File: config.mk
export PLATFORM = sky130hd
export DESIGN_NAME = ubfw_core
export DESIGN_NICKNAME = d
export VERILOG_FILES = /design/src/ubfw_pkg.sv /design/src/ubfw_fifo.sv /design/src/ubfw_core.sv
export VERILOG_INCLUDE_DIRS = /design/src
export SDC_FILE = /design/constraint.sdc
export NUM_CORES = 1
export LEC_CHECK = 0
export BUFFER_PORTS_ARGS = -buffer_cell sky130_fd_sc_hd__buf_2
export CAP_MARGIN = 20
export CELL_PAD_IN_SITES_DETAIL_PLACEMENT = 2
export CELL_PAD_IN_SITES_GLOBAL_PLACEMENT = 2
export CORE_MARGIN = 2
export CORE_UTILIZATION = 33
export CTS_CLUSTER_DIAMETER = 200
export CTS_CLUSTER_SIZE = 28
export DETAILED_ROUTE_END_ITERATION = 10
export HOLD_SLACK_MARGIN = 0.05
export PLACE_DENSITY_LB_ADDON = 0.2
export SYNTH_ARGS = -nofsm -noshare
export SYNTH_HDL_FRONTEND = slang
export SYNTH_SLANG_ARGS = --single-unit
File: constraint.sdc
create_clock -name mclk_in -period 10.2 [get_ports mclk_in]
set_input_delay 2.04 -clock mclk_in [delete_from_list [all_inputs] [get_ports mclk_in]]
set_output_delay 2.04 -clock mclk_in [all_outputs]
set_load 0.02 [all_outputs]
File: src/ubfw_cfg.svh
// Purpose: constants of the serial channel core
// Assumes: 32-bit register bus, byte addresses
// Notes:   definitions only
`ifndef UBFW_CFG_SVH
`define UBFW_CFG_SVH

// ****************************************************************
// register offsets
// ****************************************************************
`define UBFW_OFF_DATA      8'h00
`define UBFW_OFF_BAUD      8'h04
`define UBFW_OFF_TOR       8'h08
`define UBFW_OFF_ISR       8'h0C
`define UBFW_OFF_LSR       8'h10
`define UBFW_OFF_FUNSEL    8'h14
`define UBFW_OFF_CTRL      8'h18

// ****************************************************************
// field positions
// ****************************************************************
`define UBFW_BAUD_DIV      15:0
`define UBFW_BAUD_PRE      27:24
`define UBFW_BAUD_MODE     29:28
`define UBFW_TOR_GAP       15:8
`define UBFW_ISR_BUFERR    5
`define UBFW_ISR_TXOVER    8
`define UBFW_ISR_RXOVER    9
`define UBFW_ISR_WAKE      10
`define UBFW_CTRL_PAREN    0
`define UBFW_CTRL_WAKEEN   1

// ****************************************************************
// mode codes, reset values and counts
// ****************************************************************
`define UBFW_MODE_0        2'h0
`define UBFW_MODE_1        2'h2
`define UBFW_MODE_2        2'h3
`define UBFW_RST_BAUD      32'h0000_0000
`define UBFW_RST_TOR       32'h0000_0000
`define UBFW_FIFO_DEPTH    16
`define UBFW_MODE0_MUL     24'h10
`define UBFW_BAUD_OFS      24'h2
`define UBFW_PRE_MIN       4'h8
`define UBFW_M2_DIV_MIN    16'h9

`endif

File: src/ubfw_pkg.sv
// Purpose: types of the serial channel core
// Assumes: constants come from ubfw_cfg.svh
// Notes:   one-hot state codes
`default_nettype none
package ubfw_pkg;

    typedef enum logic [5:0] {
        TX_IDLE  = 6'h01,
        TX_START = 6'h02,
        TX_DATA  = 6'h04,
        TX_PAR   = 6'h08,
        TX_STOP  = 6'h10,
        TX_GAP   = 6'h20
    } ubfw_tx_e;

    typedef enum logic [4:0] {
        RX_IDLE  = 5'h01,
        RX_START = 5'h02,
        RX_DATA  = 5'h04,
        RX_PAR   = 5'h08,
        RX_STOP  = 5'h10
    } ubfw_rx_e;

    typedef enum logic [1:0] {
        FN_UART  = 2'h0,
        FN_LIN   = 2'h1,
        FN_IRDA  = 2'h2,
        FN_RS485 = 2'h3
    } ubfw_fn_e;

endpackage
`default_nettype wire

File: src/ubfw_fifo.sv
// Purpose: synchronous queue with valid/ready on both sides
// Assumes: DEPTH is a power of two
// Notes:   read data is the head entry, shown while out_valid_out
`timescale 1ns/1ps
`default_nettype none
module ubfw_fifo #(
    parameter int WIDTH = 8,
    parameter int DEPTH = 16
) (
    // clock and reset
    input  wire logic                       mclk_in,
    input  wire logic                       rst_n_in,
    // fill side
    input  wire logic                       in_valid_in,
    input  wire logic [WIDTH-1:0]           in_data_in,
    output logic                            in_ready_out,
    // drain side
    output logic                            out_valid_out,
    output logic      [WIDTH-1:0]           out_data_out,
    input  wire logic                       out_ready_in,
    // fill level
    output logic      [$clog2(DEPTH):0]     count_out
);
    localparam int AW = $clog2(DEPTH);

    logic [WIDTH-1:0] mem [DEPTH];
    logic [AW-1:0]    wr_ptr;
    logic [AW-1:0]    rd_ptr;
    logic [AW:0]      count;

    wire do_push = in_valid_in && in_ready_out;
    wire do_pop  = out_valid_out && out_ready_in;

    assign in_ready_out  = (count != (AW+1)'(DEPTH));
    assign out_valid_out = (count != '0);
    assign out_data_out  = mem[rd_ptr];
    assign count_out     = count;

    always_ff @(posedge mclk_in) begin
        if (do_push) begin
            mem[wr_ptr] <= in_data_in;
        end
    end

    always_ff @(posedge mclk_in or negedge rst_n_in) begin
        if (!rst_n_in) begin
            wr_ptr <= '0;
            rd_ptr <= '0;
            count  <= '0;
        end else begin
            wr_ptr <= do_push ? wr_ptr + 1'b1 : wr_ptr;
            rd_ptr <= do_pop ? rd_ptr + 1'b1 : rd_ptr;
            count  <= count + (AW+1)'(do_push) - (AW+1)'(do_pop);
        end
    end
endmodule
`default_nettype wire

File: src/ubfw_core.sv
// Purpose: serial channel core: baud divider, gap, queues, status, wake
// Assumes: APB slave, zero wait states, inputs synchronous to mclk_in
// Notes:   fixed 8 data bits, optional even parity, one stop bit
//
// Chosen here: the register addresses and the APB interface to the registers.
`timescale 1ns/1ps
`default_nettype none
`include "ubfw_cfg.svh"

module ubfw_core (
    // clock and reset
    input  wire logic        mclk_in,
    input  wire logic        rst_n_in,
    // apb slave
    input  wire logic        psel_in,
    input  wire logic        penable_in,
    input  wire logic        pwrite_in,
    input  wire logic [7:0]  paddr_in,
    input  wire logic [31:0] pwdata_in,
    output logic      [31:0] prdata_out,
    output logic             pready_out,
    output logic             pslverr_out,
    // serial lines
    output logic             txd_out,
    input  wire logic        rxd_in,
    input  wire logic        clear_to_send_n_in,
    // system
    input  wire logic        power_down_in,
    output logic             wake_out,
    output logic      [1:0]  func_mode_out
);
    // ************************************************************
    // baud period
    // ************************************************************
    function automatic logic [23:0] baud_period(input logic [1:0] md,
            input logic [15:0] div, input logic [3:0] pre);
        logic [23:0] b2;
        logic [23:0] p1;
        b2 = 24'(div) + `UBFW_BAUD_OFS;
        p1 = 24'(pre) + 24'h1;
        case (md)
            `UBFW_MODE_1: baud_period = 24'(p1 * b2);
            `UBFW_MODE_2: baud_period = b2;
            default:      baud_period = 24'(`UBFW_MODE0_MUL * b2);
        endcase
    endfunction

    logic [31:0] baud_divisor_reg;
    logic [31:0] timeout_delay_reg;
    logic [1:0]  function_select_reg;
    logic [1:0]  ctrl_reg;
    logic        tx_over;
    logic        rx_over;
    logic        wake_flag;
    logic [23:0] baud_cnt;
    logic [31:0] rd_q;
    logic        cts_q;
    wire         cts_edge;
    wire         wake_hit;

    ubfw_pkg::ubfw_tx_e tx_st;
    ubfw_pkg::ubfw_rx_e rx_st;
    logic [7:0]  tx_sh;
    logic        tx_par;
    logic [2:0]  tx_bit;
    logic [7:0]  tx_gap;
    logic [23:0] rx_cnt;
    logic [7:0]  rx_sh;
    logic [2:0]  rx_bit;
    logic        rx_par;
    logic        rx_perr;
    logic        rx_pbit;

    // ************************************************************
    // bus decode
    // ************************************************************
    wire        acc      = psel_in && penable_in;
    wire        setup    = psel_in && !penable_in;
    wire        wr       = acc && pwrite_in;
    wire        rd       = acc && !pwrite_in;
    wire        sel_data = (paddr_in == `UBFW_OFF_DATA);
    wire        sel_baud = (paddr_in == `UBFW_OFF_BAUD);
    wire        sel_tor  = (paddr_in == `UBFW_OFF_TOR);
    wire        sel_isr  = (paddr_in == `UBFW_OFF_ISR);
    wire        sel_lsr  = (paddr_in == `UBFW_OFF_LSR);
    wire        sel_fn   = (paddr_in == `UBFW_OFF_FUNSEL);
    wire        sel_ctrl = (paddr_in == `UBFW_OFF_CTRL);
    wire        mapped   = sel_data | sel_baud | sel_tor | sel_isr |
                           sel_lsr | sel_fn | sel_ctrl;
    wire        baud_wr  = wr && sel_baud;

    // ************************************************************
    // queues
    // ************************************************************
    wire        tx_in_ready;
    wire        tx_valid;
    wire [7:0]  tx_head;
    wire        tx_pop;
    wire [4:0]  tx_count;
    wire        rx_in_ready;
    wire        rx_valid;
    wire [10:0] rx_head;
    wire        rx_push;
    wire [10:0] rx_word;
    wire [4:0]  rx_count;
    wire        tx_push  = wr && sel_data;
    wire        rx_pop   = rd && sel_data && rx_valid;
    wire        tx_ovr_ev = tx_push && !tx_in_ready;
    wire        rx_ovr_ev = rx_push && !rx_in_ready;

    // transmit queue, a write into a full queue is dropped
    // queue path does not depend on function mode
    ubfw_fifo #(.WIDTH(8), .DEPTH(`UBFW_FIFO_DEPTH)) u_tx_fifo (
        .mclk_in       (mclk_in),
        .rst_n_in      (rst_n_in),
        .in_valid_in   (tx_push),
        .in_data_in    (pwdata_in[7:0]),
        .in_ready_out  (tx_in_ready),
        .out_valid_out (tx_valid),
        .out_data_out  (tx_head),
        .out_ready_in  (tx_pop),
        .count_out     (tx_count)
    );

    // break, frame and parity bits ride with the byte
    ubfw_fifo #(.WIDTH(11), .DEPTH(`UBFW_FIFO_DEPTH)) u_rx_fifo (
        .mclk_in       (mclk_in),
        .rst_n_in      (rst_n_in),
        .in_valid_in   (rx_push),
        .in_data_in    (rx_word),
        .in_ready_out  (rx_in_ready),
        .out_valid_out (rx_valid),
        .out_data_out  (rx_head),
        .out_ready_in  (rx_pop),
        .count_out     (rx_count)
    );

    // ************************************************************
    // baud generator
    // ************************************************************
    // divider mode from the mode field
    wire [23:0] period = baud_period(baud_divisor_reg[`UBFW_BAUD_MODE],
                                     baud_divisor_reg[`UBFW_BAUD_DIV],
                                     baud_divisor_reg[`UBFW_BAUD_PRE]);
    wire [23:0] last   = period - 24'h1;
    wire        tick   = (baud_cnt == last);
    // report settings outside the prescale and divisor limits
    wire        cfg_err =
        ((baud_divisor_reg[`UBFW_BAUD_MODE] == `UBFW_MODE_1) &&
         (baud_divisor_reg[`UBFW_BAUD_PRE] < `UBFW_PRE_MIN)) ||
        ((baud_divisor_reg[`UBFW_BAUD_MODE] == `UBFW_MODE_2) &&
         (baud_divisor_reg[`UBFW_BAUD_DIV] < `UBFW_M2_DIV_MIN));

    always_ff @(posedge mclk_in or negedge rst_n_in) begin
        if (!rst_n_in) begin
            baud_cnt <= 24'h0;
        end else if (baud_wr || tick) begin
            baud_cnt <= 24'h0;
        end else begin
            baud_cnt <= baud_cnt + 24'h1;
        end
    end

    // ************************************************************
    // registers
    // ************************************************************
    wire [31:0] isr_val = {21'h0, wake_flag, rx_over, tx_over, 2'h0,
                           tx_over | rx_over, 5'h0};
    wire        tx_busy = (tx_st != ubfw_pkg::TX_IDLE);
    wire        rx_busy = (rx_st != ubfw_pkg::RX_IDLE);
    // live transfer state and head-byte errors
    wire [31:0] lsr_val = {22'h0, cfg_err, rx_busy, tx_busy,
                           rx_head[10:8], !rx_in_ready, !rx_valid,
                           !tx_in_ready, !tx_valid};
    wire [31:0] rd_mux =
        sel_data ? {21'h0, rx_head} :
        sel_baud ? baud_divisor_reg :
        sel_tor  ? timeout_delay_reg :
        sel_isr  ? isr_val :
        sel_lsr  ? lsr_val :
        sel_fn   ? {30'h0, function_select_reg} :
        sel_ctrl ? {30'h0, ctrl_reg} : 32'h0;

    assign pready_out    = 1'b1;
    assign pslverr_out   = acc && !mapped;
    assign prdata_out    = rd_q;
    // function mode from its select register
    assign func_mode_out = function_select_reg;

    always_ff @(posedge mclk_in or negedge rst_n_in) begin
        if (!rst_n_in) begin
            rd_q <= 32'h0;
        end else if (setup) begin
            rd_q <= rd_mux;
        end
    end

    always_ff @(posedge mclk_in or negedge rst_n_in) begin
        if (!rst_n_in) begin
            baud_divisor_reg    <= `UBFW_RST_BAUD;
            timeout_delay_reg   <= `UBFW_RST_TOR;
            function_select_reg <= ubfw_pkg::FN_UART;
            ctrl_reg            <= 2'h0;
        end else if (wr) begin
            if (sel_baud) baud_divisor_reg <= pwdata_in;
            if (sel_tor)  timeout_delay_reg <= pwdata_in;
            if (sel_fn)   function_select_reg <= pwdata_in[1:0];
            if (sel_ctrl) ctrl_reg <= pwdata_in[1:0];
        end
    end

    // sticky flags: a new event wins over a write-one clear
    wire isr_w1c = wr && sel_isr;
    always_ff @(posedge mclk_in or negedge rst_n_in) begin
        if (!rst_n_in) begin
            tx_over   <= 1'b0;
            rx_over   <= 1'b0;
            wake_flag <= 1'b0;
        end else begin
            tx_over   <= tx_ovr_ev |
                         (tx_over & !(isr_w1c & pwdata_in[`UBFW_ISR_TXOVER]));
            rx_over   <= rx_ovr_ev |
                         (rx_over & !(isr_w1c & pwdata_in[`UBFW_ISR_RXOVER]));
            wake_flag <= wake_hit |
                         (wake_flag & !(isr_w1c & pwdata_in[`UBFW_ISR_WAKE]));
        end
    end

    // ************************************************************
    // wake-up
    // ************************************************************
    // either edge of clear-to-send
    assign cts_edge = cts_q ^ clear_to_send_n_in;
    // only while powered down and enabled
    assign wake_hit = power_down_in && ctrl_reg[`UBFW_CTRL_WAKEEN] && cts_edge;

    always_ff @(posedge mclk_in or negedge rst_n_in) begin
        if (!rst_n_in) begin
            cts_q    <= 1'b1;
            wake_out <= 1'b0;
        end else begin
            cts_q    <= clear_to_send_n_in;
            wake_out <= wake_hit;
        end
    end

    // ************************************************************
    // transmitter
    // ************************************************************
    wire       par_en  = ctrl_reg[`UBFW_CTRL_PAREN];
    wire [7:0] gap_len = timeout_delay_reg[`UBFW_TOR_GAP];
    wire       tx_end  = tick && ((tx_st == ubfw_pkg::TX_IDLE) ||
                        (tx_st == ubfw_pkg::TX_STOP && gap_len == 8'h0) ||
                        (tx_st == ubfw_pkg::TX_GAP && tx_gap == gap_len));
    assign tx_pop = tx_end && tx_valid;

    always_ff @(posedge mclk_in or negedge rst_n_in) begin
        if (!rst_n_in) begin
            tx_st   <= ubfw_pkg::TX_IDLE;
            txd_out <= 1'b1;
            tx_sh   <= 8'h0;
            tx_par  <= 1'b0;
            tx_bit  <= 3'h0;
            tx_gap  <= 8'h0;
        end else if (tx_pop) begin
            tx_st   <= ubfw_pkg::TX_START;
            txd_out <= 1'b0;
            tx_sh   <= tx_head;
            tx_par  <= ^tx_head;
        end else if (tx_end) begin
            tx_st   <= ubfw_pkg::TX_IDLE;
        end else if (tick) begin
            case (tx_st)
                ubfw_pkg::TX_START: begin
                    tx_st   <= ubfw_pkg::TX_DATA;
                    txd_out <= tx_sh[0];
                    tx_bit  <= 3'h0;
                end
                ubfw_pkg::TX_DATA: begin
                    tx_sh  <= {1'b0, tx_sh[7:1]};
                    tx_bit <= tx_bit + 3'h1;
                    if (tx_bit == 3'h7) begin
                        tx_st   <= par_en ? ubfw_pkg::TX_PAR
                                          : ubfw_pkg::TX_STOP;
                        txd_out <= par_en ? tx_par : 1'b1;
                    end else begin
                        txd_out <= tx_sh[1];
                    end
                end
                ubfw_pkg::TX_PAR: begin
                    tx_st   <= ubfw_pkg::TX_STOP;
                    txd_out <= 1'b1;
                end
                // idle gap after the stop bit
                ubfw_pkg::TX_STOP: begin
                    tx_st  <= ubfw_pkg::TX_GAP;
                    tx_gap <= 8'h1;
                end
                ubfw_pkg::TX_GAP: begin
                    tx_gap <= tx_gap + 8'h1;
                end
                default: begin
                    tx_st   <= ubfw_pkg::TX_IDLE;
                    txd_out <= 1'b1;
                end
            endcase
        end
    end

    // ************************************************************
    // receiver
    // ************************************************************
    wire rx_smp   = rx_busy && (rx_cnt == 24'h0);
    wire rx_frame = !rxd_in;
    wire rx_brk   = (rx_sh == 8'h0) && !rx_pbit && !rxd_in;
    assign rx_push = rx_smp && (rx_st == ubfw_pkg::RX_STOP);
    assign rx_word = {rx_brk, rx_frame, rx_perr, rx_sh};

    always_ff @(posedge mclk_in or negedge rst_n_in) begin
        if (!rst_n_in) begin
            rx_st   <= ubfw_pkg::RX_IDLE;
            rx_cnt  <= 24'h0;
            rx_sh   <= 8'h0;
            rx_bit  <= 3'h0;
            rx_par  <= 1'b0;
            rx_perr <= 1'b0;
            rx_pbit <= 1'b0;
        end else if (!rx_busy) begin
            if (!rxd_in) begin
                rx_st   <= ubfw_pkg::RX_START;
                rx_cnt  <= {1'b0, period[23:1]};
                rx_perr <= 1'b0;
                rx_pbit <= 1'b0;
            end
        end else if (!rx_smp) begin
            rx_cnt <= rx_cnt - 24'h1;
        end else begin
            rx_cnt <= last;
            case (rx_st)
                ubfw_pkg::RX_START: begin
                    rx_st  <= rxd_in ? ubfw_pkg::RX_IDLE : ubfw_pkg::RX_DATA;
                    rx_bit <= 3'h0;
                    rx_par <= 1'b0;
                end
                ubfw_pkg::RX_DATA: begin
                    rx_sh  <= {rxd_in, rx_sh[7:1]};
                    rx_par <= rx_par ^ rxd_in;
                    rx_bit <= rx_bit + 3'h1;
                    if (rx_bit == 3'h7) begin
                        rx_st <= par_en ? ubfw_pkg::RX_PAR
                                        : ubfw_pkg::RX_STOP;
                    end
                end
                ubfw_pkg::RX_PAR: begin
                    rx_st   <= ubfw_pkg::RX_STOP;
                    rx_perr <= rx_par ^ rxd_in;
                    rx_pbit <= rxd_in;
                end
                default: begin
                    rx_st <= ubfw_pkg::RX_IDLE;
                end
            endcase
        end
    end
endmodule
`default_nettype wire

# Word level (Yosys, flattened, before mapping)
# Memory sizes are Yosys's and may differ from the RTL's.
# Index checks and enable logic that the tools add are counted.
# totals
reg_bits,225
ramBits,304
inputBits,48
out_inout_bits,38
wordCells,226
memories,2
# memory_table
memory,words,width,rd,rd_ports_with_merged_regs,wr,line,source
u_rx_fifo.mem,16,11,1,0,1,ubfw_fifo.sv:26,logic [WIDTH-1:0] mem [DEPTH];
u_tx_fifo.mem,16,8,1,0,1,ubfw_fifo.sv:26,
# op_classes
add_sub_neg,16
n_mul,1
order_cmp,2
eq_ne,34
n_mux,50
n_bitwise,20
n_reduce_logical,71
# op_table
cell,n
24-bit two-way mux,4
32-bit two-way mux,3
"24-bit by 1-bit subtractor with 24-bit output, second input constant",2
22-bit case mux with 2 select lines,1
8-bit two-way mux,4
5-bit two-way mux,6
6-bit case mux with 5 select lines,1
1-bit logical AND,28
"24-bit by 1-bit adder with 24-bit output, second input constant",1
24-bit equality test,1
"8-bit by 5-bit equality test with 1-bit output, second input constant",3
24-bit logical NOT,1
8-bit logical NOT,3
6-bit two-way mux,4
5-bit by 17-bit multiplier with 22-bit output,1
3-bit AND reduction,7
"16-bit by 2-bit adder with 17-bit output, second input constant",1
"4-bit by 1-bit adder with 4-bit output, second input constant",4
"8-bit by 4-bit equality test with 1-bit output, second input constant",2
"16-bit by 4-bit < comparator with 1-bit output, second input constant",1
1-bit two-way mux,16
8-bit case mux with 2 select lines,1
5-bit case mux with 3 select lines,1
1-bit logical NOT,12
other kinds (46),86

# Depth between registers and ports, before layout
# logic_depth
depth_word,9
ltp_mapped,36
depth_no_buf,32

# Modules after synthesis
# A second synthesis with hierarchy kept.
# hier_totals
hier_cells,2305
area_unflattened_um2,27705.3
# modules_own_cells
mod,n_inst,cells_each,area_each_um2,seq_area_each_um2
ubfw_core,1,1577,14371.3,4984.8
ubfw_fifo (u_rx_fifo),1,407,7586.0,5610.4
ubfw_fifo (u_tx_fifo),1,321,5748.0,4169.0

# Worst setup path after synthesis
# Ideal clock, no wire load.
# synth_timing
path_type,flip-flop to flip-flop
from,register baud_divisor_reg[2]
to,"register u_tx_fifo.count[4], in the netlist u_tx_fifo.count_out[4]"
setup_time_ns,0.125
arrival_ns,7.517
t_required_ns,10.075
setup_slack_ns,2.558
path_stages_with_launch,35
n_path_buf,3
synth_period_minus_slack_ns,7.642
path_cell_list,dfrtp_1 ha_1 clkbuf_2 nand4_1 nor3_1 xor2_1 nand2_1 fa_1 fa_1 inv_1 fa_1 ha_1 clkbuf_1 and3_1 clkbuf_1 and4_1 or4_1 a32oi_2 nand4b_1 or3_1 nor2_1 xnor2_1 nor4_4 nand3_1 nor2_1 ha_1 inv_1 ha_1 inv_1 fa_1 inv_1 a21oi_1 nor2_1 nor2_1 xnor2_1
# synth_via
elab_chain_len,9
# synth_rtl
item,line,source
from (decl),ubfw_core.sv:48,logic [31:0] baud_divisor_reg;
from (signal assigned),ubfw_core.sv:200,baud_divisor_reg <= `UBFW_RST_BAUD;
from (signal assigned),ubfw_core.sv:205,if (sel_baud) baud_divisor_reg <= pwdata_in;
16-bit by 2-bit adder with 17-bit output (no line) *,n/a,
5-bit by 17-bit multiplier with 22-bit output,ubfw_core.sv:42,`UBFW_MODE_1: baud_period = 24'(p1 * b2);
22-bit case mux with 2 select lines *,ubfw_core.sv:41,case (md)
24-bit by 1-bit subtractor with 24-bit output *,ubfw_core.sv:145,wire [23:0] last = period - 24'h1;
24-bit equality test *,ubfw_core.sv:146,wire tick = (baud_cnt == last);
1-bit logical AND *,ubfw_core.sv:252,wire tx_end = tick && ((tx_st == ubfw_pkg::TX_IDLE) ||
1-bit logical AND *,ubfw_core.sv:255,assign tx_pop = tx_end && tx_valid;
1-bit logical AND *,ubfw_fifo.sv:32,wire do_pop = out_valid_out && out_ready_in;
named net u_tx_fifo.do_pop,ubfw_fifo.sv:32,
5-bit by 1-bit subtractor with 5-bit output *,ubfw_fifo.sv:53,count <= count + (AW+1)'(do_push) - (AW+1)'(do_pop);
to (signal assigned),ubfw_fifo.sv:53,
to (decl),ubfw_fifo.sv:29,logic [AW:0] count;
# Mark *: on every way through the listed nets, which the timed path passes. The rest lies on a longest branch.
# A chain may end at the register's enable or synchronous reset.

# Worst setup path after layout
# layout_timing
from,register baud_divisor_reg[1]
to,"register u_tx_fifo.count[4], in the netlist u_tx_fifo.count_out[4]"
# The elaborated chain is that of the path after synthesis.

==> flow_summary.yaml <==
sta:
  worst_pin_slew_ns: 1.03
  timing.hold.ws_ns: 0.488
  fin_tns_setup_ns: 0
  setup_violations: 0
  post-route-min-period_ns: 9.11
  fin_crit_sh_pct: 89.3
  slew_headroom_pct: 30.7
  finalMaxSlewViolations: 0
  layout_setup_ws_ns: 1.09
  finalHoldViolCount: 0
  fin_skew_ns: 0.0214
  rsz0062_at_grt: "no"
  fmax_ghz: 0.110
finish:
  fin_nets: 2444
  largest_reg_flops: 176
  top_register: "u_rx_fifo.mem"
  largestRegisters: "u_rx_fifo.mem x176, u_tx_fifo.mem x128"
  fill_cells: 8535
  drive_gt1_share_pct: 15.0
  area_growth_pct: 8.47
synthesis:
  ys_ff_latch: 529
  synth_flop_cell: "edfxtp_1"
  syn_avg_cell_area_um2: 12.2
  seq_area_frac_synth_pct: 53.7
  yosys_warnings: 0
  syn_nets: 2415
  synth_edf_count: 304
  async_reset_ff_share_pct: 42.5
  ys_types: 104
  yosysTopAreaCellShare_pct: 33.2
  syn_area_um2: 27500
  yosysTopAreaCell: "edfxtp_1"
  netlist_instances: 2258
  synthTopCellsByArea: "edfxtp_1, dfrtp_1, mux4_2, fa_1, mux2_2"
critical_path:
  startpoint_type: "register"
  crit_type: "register to register"
  cp.arrival_ns: 9.61
  cp.required_ns: 10.71
  crit_path_end_kind: "register"
  r2r_end: "u_tx_fifo.count_out[4]"
  path_depth: 31
  slowest_delay_ns: 0.60
  reg2reg_depth: 31
  cp-startpoint: "baud_divisor_reg[1]"
  cp_num_buf_inv: 4
  crit_end: "u_tx_fifo.count_out[4]"
  rr_startpoint: "baud_divisor_reg[1]"
  ff2ff_setup_slack_ns: 1.09
  cpLargestDelayFamily: "simple AND/OR/NAND/NOR gates"
  worstPathMaxFanout: 12
  cp_slowest_cell: "dfrtp_1"
clock_network:
  cts_tree: "yes"
  htree_levels: 1
  clkTransAtPathRegs_ns: 0.11
  hold_buffers: 0
  post_cts_buffers: 0
  clockBufferDepth: 3
  root_buffer: "clkbuf_16"
  cts_resized: 0
  clock_sinks: 529
  clk_latency_ns: 0.62
  cts_buffers: 22
grt:
  antenna_found_initial: 1
  grt_max_degree: 82
  globalRouteTotalUtil_pct: 19.8
  gr-total-overflow: 0
  grt_pass1_wl_um: 132000
  grt_pass1_vias: 20600
routing:
  vias: 18600
  met1_length_um: 40300
  initialDrtViolationCount: 945
  wl_met2_um: 40500
  routed.top_layer: "met4"
  ant_nets: 0
  vias_per_cell: 5.51
  first_pass_iters: 5
  route.detailed.drc: 0
  wl_met3_um: 2530
  route.final.wire_length_um: 84500
  wl_per_cell_um: 25.0
worst_hold_path:
  hold_class: "register to register"
placed_design:
  hpwl_um: 59800
  gp_congestion: 0.803
  io_buffers: 84
  pre_cts_ws_ns: 1.02
power_and_ir_drop:
  seq_power_share_pct: 63.5
  power_density_nw_per_um2: 123
  p_sw_share_pct: 23.9
  p_leak_nw: 10.9
  vdd_drop_max_uv: 119
  power.share.combinational_pct: 6.1
  p_int_mw: 2.78
  net-switching-power_mw: 0.872
  p_clk_share_pct: 30.5
die:
  io_pins: 86
  die_h_um: 293
  design.core.area_um2: 82200
  die_w_um: 293
  die_area_um2: 85600
  rows: 105
  initial_core_util_pct: 33.4
flow_run:
  cap_violations: 0
outcome:
  outcome: "complete, no violations"
[worst min-delay path by stage]
stage	startpoint	end	cells after the start	slack, ns
6_report	prdata_out[0]	prdata_out[0]	2	0.49
5_1_grt	wake_flag	wake_flag	1	0.51
4_1_cts	rx_cnt[18]	rx_cnt[18]	1	0.49
3_5_place_dp	wake_flag	wake_flag	1	0.47
3_3_place_gp	rx_cnt[18]	rx_cnt[18]	1	0.46
2_1_floorplan	rx_cnt[18]	rx_cnt[18]	1	0.44
[cell usage after synthesis, types with 43 or more instances]
cell	instances
a22oi_1	43
mux2_2	82
xnor2_1	70
ha_1	62
a21oi_1	75
nand3_1	43
mux4_2	65
fa_1	47
nand2_1	211
clkbuf_1	95
dfrtp_1	221
inv_1	98
o21ai_0	145
nor3_1	48
edfxtp_1	304
xor2_1	55
nor2_1	132
[metrics by stage]
step	utilization, %	std cells	instance area [um2]	total power, mW
floorplan	-	2258	27500	2.49
global placement	35.4	3330	29100	2.58
detailed placement	35.4	3330	29100	2.59
CTS	36.2	3370	29800	3.71
global route	36.2	3373	29800	3.80
finish	36.2	3374	29800	3.66
[cells in the final DEF (no fill, tap or decap), drive strengths merged, types with 8 or more instances in the layout]
master / n
nand2: 211
and2: 35
nand2b: 16
o211ai: 17
mux2: 82
nand4: 20
xnor2: 70
dfrtp: 221
and3: 22
mux4: 65
nand3b: 8
a21oi: 76
a221oi: 15
nor3: 52
xor2: 56
o21ai: 149
buf: 125
or3: 11
or4: 9
ha: 62
o31ai: 13
mux2i: 40
nor2: 132
a211oi: 14
a21o: 16
edfxtp: 304
nand3: 46
nor4: 27
a22oi: 43
inv: 98
nor2b: 25
clkbuf: 38
fa: 47
[layer usage]
layer / global-route usage (%) / up-vias
met5: 0 / -
met4: 3.29 / 0
met3: 1.93 / 63
met2: 33.3 / 270
met1: 28.3 / 9910
li1: - / 8352
[power by group through the flow]
stage          clock [mW]  sequential, mW  combinational, mW
6_report             1.11            2.32              0.222
5_1_grt              1.22            2.33              0.249
4_1_cts              1.16            2.32              0.224
3_5_place_dp            0            2.37              0.223
3_3_place_gp            0            2.36              0.213
2_1_floorplan           0            2.35              0.137
[cell families (layout without fill, tap and decap cells)]
group,Yosys count,after routing,synth area share [%]
multiplexers,187,187,10.1
AND/OR/NAND/NOR,647,647,11.9
flip-flops,529,529,53.7
adder cells (fa/ha/maj),109,109,6.25
XOR/XNOR,129,129,4.29
buffers and inverters,219,264,3.08
AO/OA/AOI/OAI,437,437,10.6
other,1,2,0.0136
[worst min-delay path: cells and delay by family (launching register included)]
kind / cells / cell delay [ns]
DFF: 1 / 0.35
AOI/OAI and AO/OA: 1 / 0.06
and+or+nand+nor: 1 / 0.05
[layout make-up]
cell class,instances,area (um2),share of cell area [%]
Sequential cell,529,14800,49.5
Multi-Input combinational cell,1510,11900,40.0
Tap cell,1070,1340,4.49
Clock inverter,2,35.0,0.118
Clock buffer,38,611,2.05
Inverter,99,372,1.25
Antenna cell,1,2.50,0.00839
Timing Repair Buffer,125,756,2.54
No activity file was read; power rests on OpenSTA's default activity.
